===== config.mk =====
export PLATFORM = sky130hd
export DESIGN_NAME = cascadable_timers
export DESIGN_NICKNAME = d
export VERILOG_FILES = /design/src/verilog/timer_pkg.sv /design/src/verilog/cascadable_timers.sv
export SDC_FILE = /design/constraint.sdc
export NUM_CORES = 1
export LEC_CHECK = 0
export ABC_AREA = 1
export BUFFER_PORTS_ARGS = -buffer_cell sky130_fd_sc_hd__buf_4
export CELL_PAD_IN_SITES_DETAIL_PLACEMENT = 1
export CELL_PAD_IN_SITES_GLOBAL_PLACEMENT = 1
export CORE_UTILIZATION = 37
export CTS_BUF_LIST = sky130_fd_sc_hd__clkbuf_16
export CTS_CLUSTER_SIZE = 30
export DETAILED_ROUTE_END_ITERATION = 10
export PLACE_DENSITY = 0.8
export SKIP_CTS_REPAIR_TIMING = 1
export SLEW_MARGIN = 5
export SYNTH_ARGS = -nofsm -noshare
export SYNTH_HDL_FRONTEND = slang
export SYNTH_SLANG_ARGS = --single-unit
export TNS_END_PERCENT = 1

===== constraint.sdc =====
create_clock -name aclk -period 5 [get_ports aclk]
set_input_delay 0.5 -clock aclk [delete_from_list [all_inputs] [get_ports aclk]]
set_output_delay 0.5 -clock aclk [all_outputs]
set_load 0.02 [all_outputs]

===== src/verilog/timer_pkg.sv =====
// Package with register map, control fields and timing constants of the timer block
package timer_pkg;
  localparam int             ADDR_W       = 12;
  localparam logic [11:0]    CTRL_ADDR    = 12'h000;
  localparam logic [11:0]    CNT_BASE     = 12'h010;
  localparam logic [11:0]    RLO_BASE     = 12'h020;
  localparam logic [11:0]    RHI_BASE     = 12'h030;
  localparam logic [11:0]    STAT_ADDR    = 12'h040;
  localparam logic [7:0]     PB_DIR_IDX   = 8'hd6;
  localparam logic [7:0]     PB_SFR_IDX   = 8'hd7;
  localparam logic [11:0]    PB_DIR_ADDR  = {2'b00, PB_DIR_IDX, 2'b00};
  localparam logic [11:0]    PB_SFR_ADDR  = {2'b00, PB_SFR_IDX, 2'b00};
  localparam int             TIMER_TOGGLE_OUTPUT_BIT     = 1;
  localparam int             PRESCALE_DIV = 8;
  localparam logic [2:0]     PRESCALE_TOP = 3'(PRESCALE_DIV - 1);
  localparam logic [6:0]     CTRL_RST     = 7'h00;
  localparam logic [7:0]     PB_RST       = 8'h00;
  localparam logic [7:0]     CNT_RST      = 8'h00;
  localparam logic [1:0]     RESP_OKAY    = 2'b00;
  localparam logic [1:0]     RESP_SLVERR  = 2'b10;

  // Control register, bit 0 is en_a0
  typedef struct packed {
    logic auto_a1;
    logic auto_a0;
    logic pwm;
    logic casc_a;
    logic en_b;
    logic en_a1;
    logic en_a0;
  } ctrl_t;

  // Status register, bit 0 is toggle
  typedef struct packed {
    logic pwm_phase;
    logic toggle;
  } stat_t;
endpackage : timer_pkg

===== src/verilog/cascadable_timers.sv =====
// Four 8-bit down timers with cascading, PWM and toggle output behind an AXI4-Lite slave
//
// What this block does
// - Each 8-bit timer has a readable, writable reload register and count register.
// - Enabled timer counts down to zero, interrupts, and reloads when auto-init set.
// - Single-shot timer stops at zero and hardware clears its enable bit.
// - Software write to a running count makes counting continue from that value.
// - Reload written while active is used at the next zero.
// - Software write beats decrementer writeback; single-shot clear beats software write.
// - Reading count or reload registers never disturbs the timer.
// - Cascaded pair outside PWM interrupts once, on full 16-bit zero, via the even timer.
// - In a cascaded pair the even timer holds the low byte.
// - Cascaded timers always reload and keep running while interrupts are pending.
// - A second timeout before service need not be detected.
// - Enabling a timer starts counting from its count value, no reload first.
// - Timers use only an internal clock, stepping once per eight clocks.
// - Independent first pair: two 8-bit timers, own reload, own interrupt.
// - Second pair works only as one cascaded 16-bit standard timer.
// - PWM uses low-phase and high-phase 16-bit reload pairs, odd byte high.
// - PWM reloads alternate low then high phase, starting with low.
// - PWM first timeout raises the odd interrupt and reloads the low phase.
// - Low phase expiry raises even interrupt, high phase expiry raises odd.
// - Each timer0 timeout toggles the flip-flop driving the toggle output pin.
// - Constant reload continuous timer0 gives an equal high and low square wave.
// - Reset leaves every timer disabled.
module cascadable_timers (
  input  wire  logic        aclk,
  input  wire  logic        aresetn,
  input  wire  logic [11:0] s_axi_awaddr,
  input  wire  logic        s_axi_awvalid,
  output logic              s_axi_awready,
  input  wire  logic [31:0] s_axi_wdata,
  input  wire  logic [3:0]  s_axi_wstrb,
  input  wire  logic        s_axi_wvalid,
  output logic              s_axi_wready,
  output logic [1:0]        s_axi_bresp,
  output logic              s_axi_bvalid,
  input  wire  logic        s_axi_bready,
  input  wire  logic [11:0] s_axi_araddr,
  input  wire  logic        s_axi_arvalid,
  output logic              s_axi_arready,
  output logic [31:0]       s_axi_rdata,
  output logic [1:0]        s_axi_rresp,
  output logic              s_axi_rvalid,
  input  wire  logic        s_axi_rready,
  output logic [3:0]        timer_irq,
  output logic              timer_toggle_output,
  output logic              port_b_line_one_out,
  output logic              port_b_line_one_oe
);

  function automatic logic [15:0] dec16(input logic [15:0] v);
    return v - 16'h0001;
  endfunction : dec16

  timer_pkg::ctrl_t ctrl;
  timer_pkg::ctrl_t next_ctrl;
  logic [7:0]       cnt [4];
  logic [7:0]       next_cnt [4];
  logic [7:0]       rlo [4];
  logic [7:0]       rhi [2];
  logic [7:0]       pb_dir;
  logic [7:0]       pb_sfr;
  logic [2:0]       prescale;
  logic             tick;
  logic             pwm_phase;
  logic             next_phase;
  logic             toggle;
  logic [3:0]       ev;
  logic [1:0]       clr;
  logic             aw_held;
  logic             w_held;
  logic [11:0]      awaddr_q;
  logic [31:0]      wdata_q;
  logic [3:0]       wstrb_q;
  logic             do_wr;
  logic             wr_ok;
  logic [31:0]      rd_data;
  logic             rd_ok;

  ////////////////////////////////////////////////////////////////////////////
  // Prescaler
  always_ff @(posedge aclk) begin
    if (!aresetn) begin
      prescale <= 3'h0;
    end else begin
      prescale <= prescale + 3'h1;
    end
  end
  assign tick = (prescale == timer_pkg::PRESCALE_TOP);

  ////////////////////////////////////////////////////////////////////////////
  // Countdown engines
  always_comb begin
    logic [15:0] v;
    v = 16'h0000;
    for (int i = 0; i < 4; i++) begin
      next_cnt[i] = cnt[i];
    end
    ev         = 4'h0;
    clr        = 2'b00;
    next_phase = pwm_phase;
    if (tick) begin
      if (ctrl.casc_a) begin
        if (ctrl.en_a0) begin
          v = dec16({cnt[1], cnt[0]});
          if (v == 16'h0000) begin
            if (ctrl.pwm && !pwm_phase) begin
              ev[1]      = 1'b1;
              v          = {rlo[1], rlo[0]};
              next_phase = 1'b1;
            end else if (ctrl.pwm) begin
              ev[0]      = 1'b1;
              v          = {rhi[1], rhi[0]};
              next_phase = 1'b0;
            end else begin
              ev[0] = 1'b1;
              v     = {rlo[1], rlo[0]};
            end
          end
          next_cnt[0] = v[7:0];
          next_cnt[1] = v[15:8];
        end
      end else begin
        for (int i = 0; i < 2; i++) begin
          if ((i == 0) ? ctrl.en_a0 : ctrl.en_a1) begin
            next_cnt[i] = cnt[i] - 8'h01;
            if (next_cnt[i] == 8'h00) begin
              ev[i] = 1'b1;
              if ((i == 0) ? ctrl.auto_a0 : ctrl.auto_a1) begin
                next_cnt[i] = rlo[i];
              end else begin
                clr[i] = 1'b1;
              end
            end
          end
        end
      end
      if (ctrl.en_b) begin
        v = dec16({cnt[3], cnt[2]});
        if (v == 16'h0000) begin
          ev[2] = 1'b1;
          v     = {rlo[3], rlo[2]};
        end
        next_cnt[2] = v[7:0];
        next_cnt[3] = v[15:8];
      end
    end
  end

  ////////////////////////////////////////////////////////////////////////////
  // Count registers, software write has priority
  always_ff @(posedge aclk) begin
    for (int i = 0; i < 4; i++) begin
      if (!aresetn) begin
        cnt[i] <= timer_pkg::CNT_RST;
      end else if (do_wr && wstrb_q[0] && awaddr_q == timer_pkg::CNT_BASE + 12'(4 * i)) begin
        cnt[i] <= wdata_q[7:0];
      end else begin
        cnt[i] <= next_cnt[i];
      end
    end
  end

  // Reload registers
  always_ff @(posedge aclk) begin
    for (int i = 0; i < 4; i++) begin
      if (!aresetn) begin
        rlo[i] <= timer_pkg::CNT_RST;
      end else if (do_wr && wstrb_q[0] && awaddr_q == timer_pkg::RLO_BASE + 12'(4 * i)) begin
        rlo[i] <= wdata_q[7:0];
      end
    end
    for (int i = 0; i < 2; i++) begin
      if (!aresetn) begin
        rhi[i] <= timer_pkg::CNT_RST;
      end else if (do_wr && wstrb_q[0] && awaddr_q == timer_pkg::RHI_BASE + 12'(4 * i)) begin
        rhi[i] <= wdata_q[7:0];
      end
    end
  end

  ////////////////////////////////////////////////////////////////////////////
  // Control register and PWM phase
  always_comb begin
    next_ctrl = ctrl;
    if (do_wr && wstrb_q[0] && awaddr_q == timer_pkg::CTRL_ADDR) begin
      next_ctrl = timer_pkg::ctrl_t'(wdata_q[6:0]);
    end
    if (clr[0]) begin
      next_ctrl.en_a0 = 1'b0;
    end
    if (clr[1]) begin
      next_ctrl.en_a1 = 1'b0;
    end
  end

  always_ff @(posedge aclk) begin
    if (!aresetn) begin
      ctrl <= timer_pkg::ctrl_t'(timer_pkg::CTRL_RST);
    end else begin
      ctrl <= next_ctrl;
    end
  end

  always_ff @(posedge aclk) begin
    if (!aresetn) begin
      pwm_phase <= 1'b0;
    end else if (next_ctrl.en_a0 && !ctrl.en_a0) begin
      pwm_phase <= 1'b0;
    end else begin
      pwm_phase <= next_phase;
    end
  end

  ////////////////////////////////////////////////////////////////////////////
  // Interrupt pulses, toggle and port B pin
  always_ff @(posedge aclk) begin
    if (!aresetn) begin
      timer_irq <= 4'h0;
      toggle    <= 1'b0;
    end else begin
      timer_irq <= ev;
      if (ev[0]) begin
        toggle <= !toggle;
      end
    end
  end

  always_ff @(posedge aclk) begin
    if (!aresetn) begin
      pb_dir <= timer_pkg::PB_RST;
      pb_sfr <= timer_pkg::PB_RST;
    end else if (do_wr && wstrb_q[0]) begin
      if (awaddr_q == timer_pkg::PB_DIR_ADDR) begin
        pb_dir <= wdata_q[7:0];
      end
      if (awaddr_q == timer_pkg::PB_SFR_ADDR) begin
        pb_sfr <= wdata_q[7:0];
      end
    end
  end

  assign timer_toggle_output = toggle;
  assign port_b_line_one_out = toggle;
  assign port_b_line_one_oe  = pb_dir[timer_pkg::TIMER_TOGGLE_OUTPUT_BIT] && pb_sfr[timer_pkg::TIMER_TOGGLE_OUTPUT_BIT];

  ////////////////////////////////////////////////////////////////////////////
  // AXI4-Lite write channel
  assign s_axi_awready = !aw_held;
  assign s_axi_wready  = !w_held;
  assign do_wr         = aw_held && w_held && !s_axi_bvalid;

  always_comb begin
    wr_ok = 1'b0;
    if (awaddr_q == timer_pkg::CTRL_ADDR || awaddr_q == timer_pkg::PB_DIR_ADDR) begin
      wr_ok = 1'b1;
    end else if (awaddr_q == timer_pkg::PB_SFR_ADDR) begin
      wr_ok = 1'b1;
    end else if (awaddr_q[11:4] == timer_pkg::CNT_BASE[11:4] && awaddr_q[1:0] == 2'b00) begin
      wr_ok = 1'b1;
    end else if (awaddr_q[11:4] == timer_pkg::RLO_BASE[11:4] && awaddr_q[1:0] == 2'b00) begin
      wr_ok = 1'b1;
    end else if (awaddr_q == timer_pkg::RHI_BASE || awaddr_q == timer_pkg::RHI_BASE + 12'h004) begin
      wr_ok = 1'b1;
    end
  end

  always_ff @(posedge aclk) begin
    if (!aresetn) begin
      aw_held      <= 1'b0;
      w_held       <= 1'b0;
      awaddr_q     <= 12'h000;
      wdata_q      <= 32'h0000_0000;
      wstrb_q      <= 4'h0;
      s_axi_bvalid <= 1'b0;
      s_axi_bresp  <= timer_pkg::RESP_OKAY;
    end else begin
      if (s_axi_awvalid && !aw_held) begin
        aw_held  <= 1'b1;
        awaddr_q <= s_axi_awaddr;
      end
      if (s_axi_wvalid && !w_held) begin
        w_held  <= 1'b1;
        wdata_q <= s_axi_wdata;
        wstrb_q <= s_axi_wstrb;
      end
      if (do_wr) begin
        s_axi_bvalid <= 1'b1;
        s_axi_bresp  <= wr_ok ? timer_pkg::RESP_OKAY : timer_pkg::RESP_SLVERR;
      end else if (s_axi_bvalid && s_axi_bready) begin
        s_axi_bvalid <= 1'b0;
        aw_held      <= 1'b0;
        w_held       <= 1'b0;
      end
    end
  end

  ////////////////////////////////////////////////////////////////////////////
  // AXI4-Lite read channel, side-effect free
  always_comb begin
    rd_data = 32'h0000_0000;
    rd_ok   = 1'b1;
    if (s_axi_araddr == timer_pkg::CTRL_ADDR) begin
      rd_data[6:0] = ctrl;
    end else if (s_axi_araddr == timer_pkg::STAT_ADDR) begin
      rd_data[1:0] = timer_pkg::stat_t'({pwm_phase, toggle});
    end else if (s_axi_araddr == timer_pkg::PB_DIR_ADDR) begin
      rd_data[7:0] = pb_dir;
    end else if (s_axi_araddr == timer_pkg::PB_SFR_ADDR) begin
      rd_data[7:0] = pb_sfr;
    end else if (s_axi_araddr[11:4] == timer_pkg::CNT_BASE[11:4] && s_axi_araddr[1:0] == 2'b00) begin
      rd_data[7:0] = cnt[s_axi_araddr[3:2]];
    end else if (s_axi_araddr[11:4] == timer_pkg::RLO_BASE[11:4] && s_axi_araddr[1:0] == 2'b00) begin
      rd_data[7:0] = rlo[s_axi_araddr[3:2]];
    end else if (s_axi_araddr == timer_pkg::RHI_BASE || s_axi_araddr == timer_pkg::RHI_BASE + 12'h004) begin
      rd_data[7:0] = rhi[s_axi_araddr[2]];
    end else begin
      rd_ok = 1'b0;
    end
  end

  assign s_axi_arready = !s_axi_rvalid;

  always_ff @(posedge aclk) begin
    if (!aresetn) begin
      s_axi_rvalid <= 1'b0;
      s_axi_rdata  <= 32'h0000_0000;
      s_axi_rresp  <= timer_pkg::RESP_OKAY;
    end else if (s_axi_arvalid && !s_axi_rvalid) begin
      s_axi_rvalid <= 1'b1;
      s_axi_rdata  <= rd_data;
      s_axi_rresp  <= rd_ok ? timer_pkg::RESP_OKAY : timer_pkg::RESP_SLVERR;
    end else if (s_axi_rready) begin
      s_axi_rvalid <= 1'b0;
    end
  end

  ////////////////////////////////////////////////////////////////////////////
  // Assertions
  a_tick_every_eight: assert property (@(posedge aclk) disable iff (!aresetn)
    tick |=> !tick [*7] ##1 tick) else $error("tick spacing is not eight clocks");

  a_single_shot_stop: assert property (@(posedge aclk) disable iff (!aresetn)
    clr[0] |=> !ctrl.en_a0) else $error("single-shot enable not cleared");

  a_sw_write_wins: assert property (@(posedge aclk) disable iff (!aresetn)
    (do_wr && wstrb_q[0] && awaddr_q == timer_pkg::CNT_BASE) |=> cnt[0] == $past(wdata_q[7:0]))
    else $error("count write lost to decrement");

  a_toggle_on_timeout: assert property (@(posedge aclk) disable iff (!aresetn)
    timer_irq[0] |-> toggle != $past(toggle)) else $error("toggle output missed a timeout");

  a_odd_b_silent: assert property (@(posedge aclk) disable iff (!aresetn)
    !timer_irq[3]) else $error("odd timer of second pair interrupted");

  a_reset_disables: assert property (@(posedge aclk)
    !aresetn |=> !ctrl.en_a0 && !ctrl.en_a1 && !ctrl.en_b) else $error("timer enabled after reset");

  a_pwm_alternates: assert property (@(posedge aclk) disable iff (!aresetn)
    (ev[1] && ctrl.pwm && ctrl.casc_a) |=> pwm_phase && timer_irq[1] && {cnt[1], cnt[0]} == $past({rlo[1], rlo[0]})
    || $past(do_wr)) else $error("pwm did not reload low phase");

  a_count_on_tick: assert property (@(posedge aclk) disable iff (!aresetn)
    (!tick && !do_wr) |=> cnt[0] == $past(cnt[0])) else $error("count moved without a tick");

endmodule : cascadable_timers


Yosys cells after proc, flatten, opt, wreduce, memory -nomap -nowiden
Memory sizes are Yosys's and may differ from the RTL's.
Index checks and enable logic that the tools add are counted.
{"block": "op_classes", "n_reduce_logical": 53, "n_addsub": 5, "bitwise_logic": 15, "n_mux": 127, "n_eq_ne": 22}
{"op": "$mux 8", "n": 25}
{"op": "$mux 16", "n": 7}
{"op": "$eq 12x6->1 const B", "n": 8}
{"op": "$mux 1", "n": 84}
{"op": "$eq 12x10->1 const B", "n": 4}
{"op": "$eq 12x5->1 const B", "n": 4}
{"op": "$logic_not 16->1", "n": 2}
{"op": "$mux 32", "n": 1}
{"op": "$sub 16x1->16 const B", "n": 2}
{"op": "$logic_and 1x1->1", "n": 25}
{"op": "$logic_not 12->1", "n": 2}
{"op": "$eq 8x1->1 const B", "n": 2}
{"op": "$eq 8x2->1 const B", "n": 2}
{"op": "$logic_not 8->1", "n": 2}
{"op": "$mux 2", "n": 8}
{"op": "$sub 8x1->8 const B", "n": 2}
{"op": "$or 1x1->1", "n": 14}
{"op": "$eq 12x7->1 const B", "n": 1}
{"op": "$logic_not 1->1", "n": 7}
{"op": "$mux 7", "n": 1}
{"op": "$mux 6", "n": 1}
{"op": "$reduce_and 2->1", "n": 3}
{"op": "$reduce_bool 2->1", "n": 3}
{"op": "$reduce_and 5->1", "n": 1}
{"op": "7 further kinds", "n": 11}
{"block": "word_totals", "mem_count": 3, "mem_bits_rw": 80, "regBits": 69}
{"name": "cnt", "words": 4, "width": 8, "read_ports": 5, "rd_clocked_by_memory_dff": 0, "wr": 4, "line": "cascadable_timers.sv:58", "rtl": "logic [7:0] cnt [4];"}
{"name": "rlo", "words": 4, "width": 8, "read_ports": 5, "rd_clocked_by_memory_dff": 0, "wr": 4, "line": "cascadable_timers.sv:60", "rtl": "logic [7:0] rlo [4];"}
{"name": "rhi", "words": 2, "width": 8, "read_ports": 3, "rd_clocked_by_memory_dff": 0, "wr": 2, "line": "cascadable_timers.sv:61", "rtl": "logic [7:0] rhi [2];"}

Logic depth before layout (Yosys ltp)
{"block": "logic_depth", "depth_word": 10, "ltp_mapped": 17, "mapped_depth_nobuf": 17}

Worst setup path after synthesis
Ideal clock, no wire load.
{"block": "synth_path", "kind": "reg2reg", "start": "register w_held", "end": "memory cnt[2][0], enable pin", "path_buffers": 0, "setup_ns": 0.384, "setup_slack_ns": 2.877, "stages_incl_launch_ff": 9, "required_ns": 4.616, "arrival_ns": 1.738, "synth_period_minus_slack_ns": 2.123, "path_cell_list": "dfxtp_1 inv_2 nor3_2 nand2_2 nor3_1 nand2_1 nand2_1 inv_2 o21ai_0"}
{"element": "start: declaration", "line": "cascadable_timers.sv:72", "rtl": "logic w_held;"}
{"element": "start signal: assignment", "line": "cascadable_timers.sv:272", "rtl": "w_held <= 1'b0;"}
{"element": "start signal: assignment", "line": "cascadable_timers.sv:284", "rtl": "w_held <= 1'b1;"}
{"element": "start signal: assignment", "line": "cascadable_timers.sv:294", "rtl": "w_held <= 1'b0;"}
{"element": "end: declaration", "line": "cascadable_timers.sv:58"}

==> flow_summary.toml <==
[outcome]
status = "completed"

[placement]
hpwl_um = 24800
gp_congestion = 0.928
placed_area_sq_um = 9640
dp_cells = 1627
numPortBuffers = 60
place_ws_ns = 2.22

[routing]
ant_nets = 0
routedWlPerCell_um = 19.4
drt_wl_total_um = 32100
via_count = 8879
dr.first_iter.drc_count = 780
drt_first_pass_iters = 5
vias_per_cell = 5.35
drcViolationCount = 0

[global_routing]
grt_pass1_wl_um = 48800
grt_usage_pct = 26.2
overflow = 0
antenna_found_initial = 0
grt_max_degree = 66
grt_pass1_vias = 8461

[floorplanning]
dieArea_sq_um = 25100
start_util_pct = 38.1
die_w_um = 158
die_h_um = 158
io_pins = 115
core_area_sq_um = 23800
rows = 56

[sta]
fin_skew_ns = 0.0153
drv_slew = 0
period_minus_slack_ns = 2.90
fin_tns_setup_ns = 0
period_share_pct = 58.0
finalHoldViolations = 0
holdWs_ns = 0.285
fmax_ghz = 0.345
setup_violations = 0
tightestPinTransition_ns = 1.29
rsz0062_at_grt = "false"
setup_slack_ns = 2.10
max_slew_margin_pct = 13.0

[power_and_ir_drop]
p_sw_share_pct = 31.7
total_power_mw = 3.10
intPower_mw = 2.12
sequentialPowerShare_pct = 44.8
p_clk_share_pct = 40.9
p_per_area_nw_per_um2 = 304
p_comb_share_pct = 14.3
max-vdd-ir-drop_v = 0.000264
power.leakage_nw = 4.37
power.net_switching_mw = 0.983

[cts]
clock-sinks = 146
clk_latency_ns = 0.44
cts_root_buf = "clkbuf_16"
cts_buffers = 17
tritoncts = "yes"
clock_path_buffers = 2
h-tree-depth = 4
path_clk_slew_ns = 0.07

[final_layout]
num-nets-final = 1402
syn2layout_area_growth_pct = 12.9
stdcell_area_sq_um = 10200
drive_gt1_share_pct = 10.6
final_cell_mix = "nand2_1 (353), nor2_1 (162), inv_1 (134), o21ai_0 (96), edfxtp_1 (80)"
final_common_cell = "nand2_1"
antenna_cells = 0
instances_no_fill = 1659
post-route-util_pct = 43.0

[worst_hold_path]
hold_start = "s_axi_awaddr[1]"
hold_depth = 3
hold_class = "input port to flip-flop"

[synthesis]
netlist_area_sq_um = 9050
ys_seq_area_share_pct = 41.2
synth_seq_cells = 146
avgSynthCellArea_sq_um = 7.06
synth_cell_type_count = 47
syn_inst = 1282
synth_warnings = 0

[critical_path]
startpoint = "cnt[2][0]"
cp-start-kind = "flip-flop"
cp.depth = 11
critPathKind = "flip-flop to flip-flop"
arrival_ns = 3.16
slowest_stage = "edfxtp_1"
crit_family = "simple AND/OR/NAND/NOR gates"
critPathMaxStageDelay_ns = 0.45
crit_buf_inv = 1
critPathCaptureType = "flip-flop"
r2r_start = "cnt[2][0]"
crit_fanout = 13
ff2ff_path_depth = 11
crit_required_ns = 5.26
path_cells = "inv_1, ha_1, nand2_2, nor2_4, xor2_1, nand3_1, nor2_2, nand3_1, nand2_1, nand2_1, a21oi_1"

[flow_run]
cap_viol_max_count = 0
-- layout make-up --
class	instances	area, sq um
flip-flops and latches	146	3720
clock buffers	17	425
repair buffers	62	465
multi-input cells	951	4490
inverters	149	559
fillers	3027	13500
clock inverters	15	149
well taps	319	399
-- path summary, 6_finish.rpt --
check	slack, ns	end
setup / recovery	2.10	cnt[2][5]
hold / removal	0.28	awaddr_q[1]
setup reg to reg	2.10	cnt[2][5]
hold reg to reg	0.43	prescale[0]
-- power by group through the flow --
stage	clock network (mW)	logic [mW]	registers, mW
after floorplan	0	0.308	1.39
after global placement	0	0.427	1.41
after detailed placement	0	0.439	1.41
after CTS	1.28	0.442	1.39
after global routing	1.32	0.492	1.39
final	1.27	0.445	1.39
-- flip-flops by register name, indices dropped and copies added (netlist names) --
signal,cells
timer_irq,3
wdata_q,8
rhi,16
s_axi_bvalid,1
s_axi_rresp,1
pb_sfr,8
port_b_line_one_out,1
s_axi_rdata,8
cnt,32
w_held,1
wstrb_q,1
rlo,32
aw_held,1
prescale,3
ctrl,7
pwm_phase,1
pb_dir,8
s_axi_bresp,1
awaddr_q,12
s_axi_rvalid,1
-- per-layer routing --
metal,GRT usage (%),vias up,share of wire (%)
met2,42.2,325,46
met3,4.22,60,6.6
met5,0,-,0
li1,-,4271,-
met1,35.2,4223,44
met4,10.1,0,3.0
-- Yosys cell counts, drive strengths merged --
master,instances,area [sq um]
a21oi,75,379
conb,1,3.75
a211oi,10,75.1
buf,38,278
xnor2,2,17.5
nand2,359,1360
o21ai,111,556
clkinv,6,22.5
dfxtp,66,1320
o22ai,14,87.6
o21bai,2,15.0
o211ai,4,30.0
o221ai,3,26.3
a22oi,2,15.0
edfxtp,80,2400
nor3,20,110
nand3,78,400
mux2i,1,10.0
nand4,17,106
nor4,6,77.6
or2,3,18.8
inv,143,537
ha,8,100
xor2,6,52.6
o31ai,2,15.0
nand3b,5,37.5
mux2,2,22.5
o2111ai,6,52.6
nor2,182,777
clkbuf,24,90.1
a221oi,3,26.3
o21a,3,22.5
-- worst reg2reg max path, cell delays in order (launching register included) --
cell	delay (ns)
edfxtp_1	0.45
inv_1	0.18
ha_1	0.26
nand2_2	0.11
nor2_4	0.16
xor2_1	0.38
nand3_1	0.15
nor2_2	0.45
nand3_1	0.21
nand2_1	0.11
nand2_1	0.06
a21oi_1	0.19
-- cells by family (layout without fill, tap and decap cells) --
| kind of cell | count (synthesis) | in the layout | share of synthesized area, % |
|---|---|---|---|
| flops | 146 | 146 | 41.2 |
| xor+xnor | 8 | 8 | 0.774 |
| mux | 3 | 3 | 0.360 |
| buf+inv | 211 | 243 | 10.2 |
| compound gates | 235 | 235 | 14.4 |
| fa+ha+maj | 8 | 8 | 1.11 |
| other cells | 1 | 27 | 0.0414 |
| simple gates | 670 | 670 | 31.9 |
No activity file was read; power rests on OpenSTA's default activity.
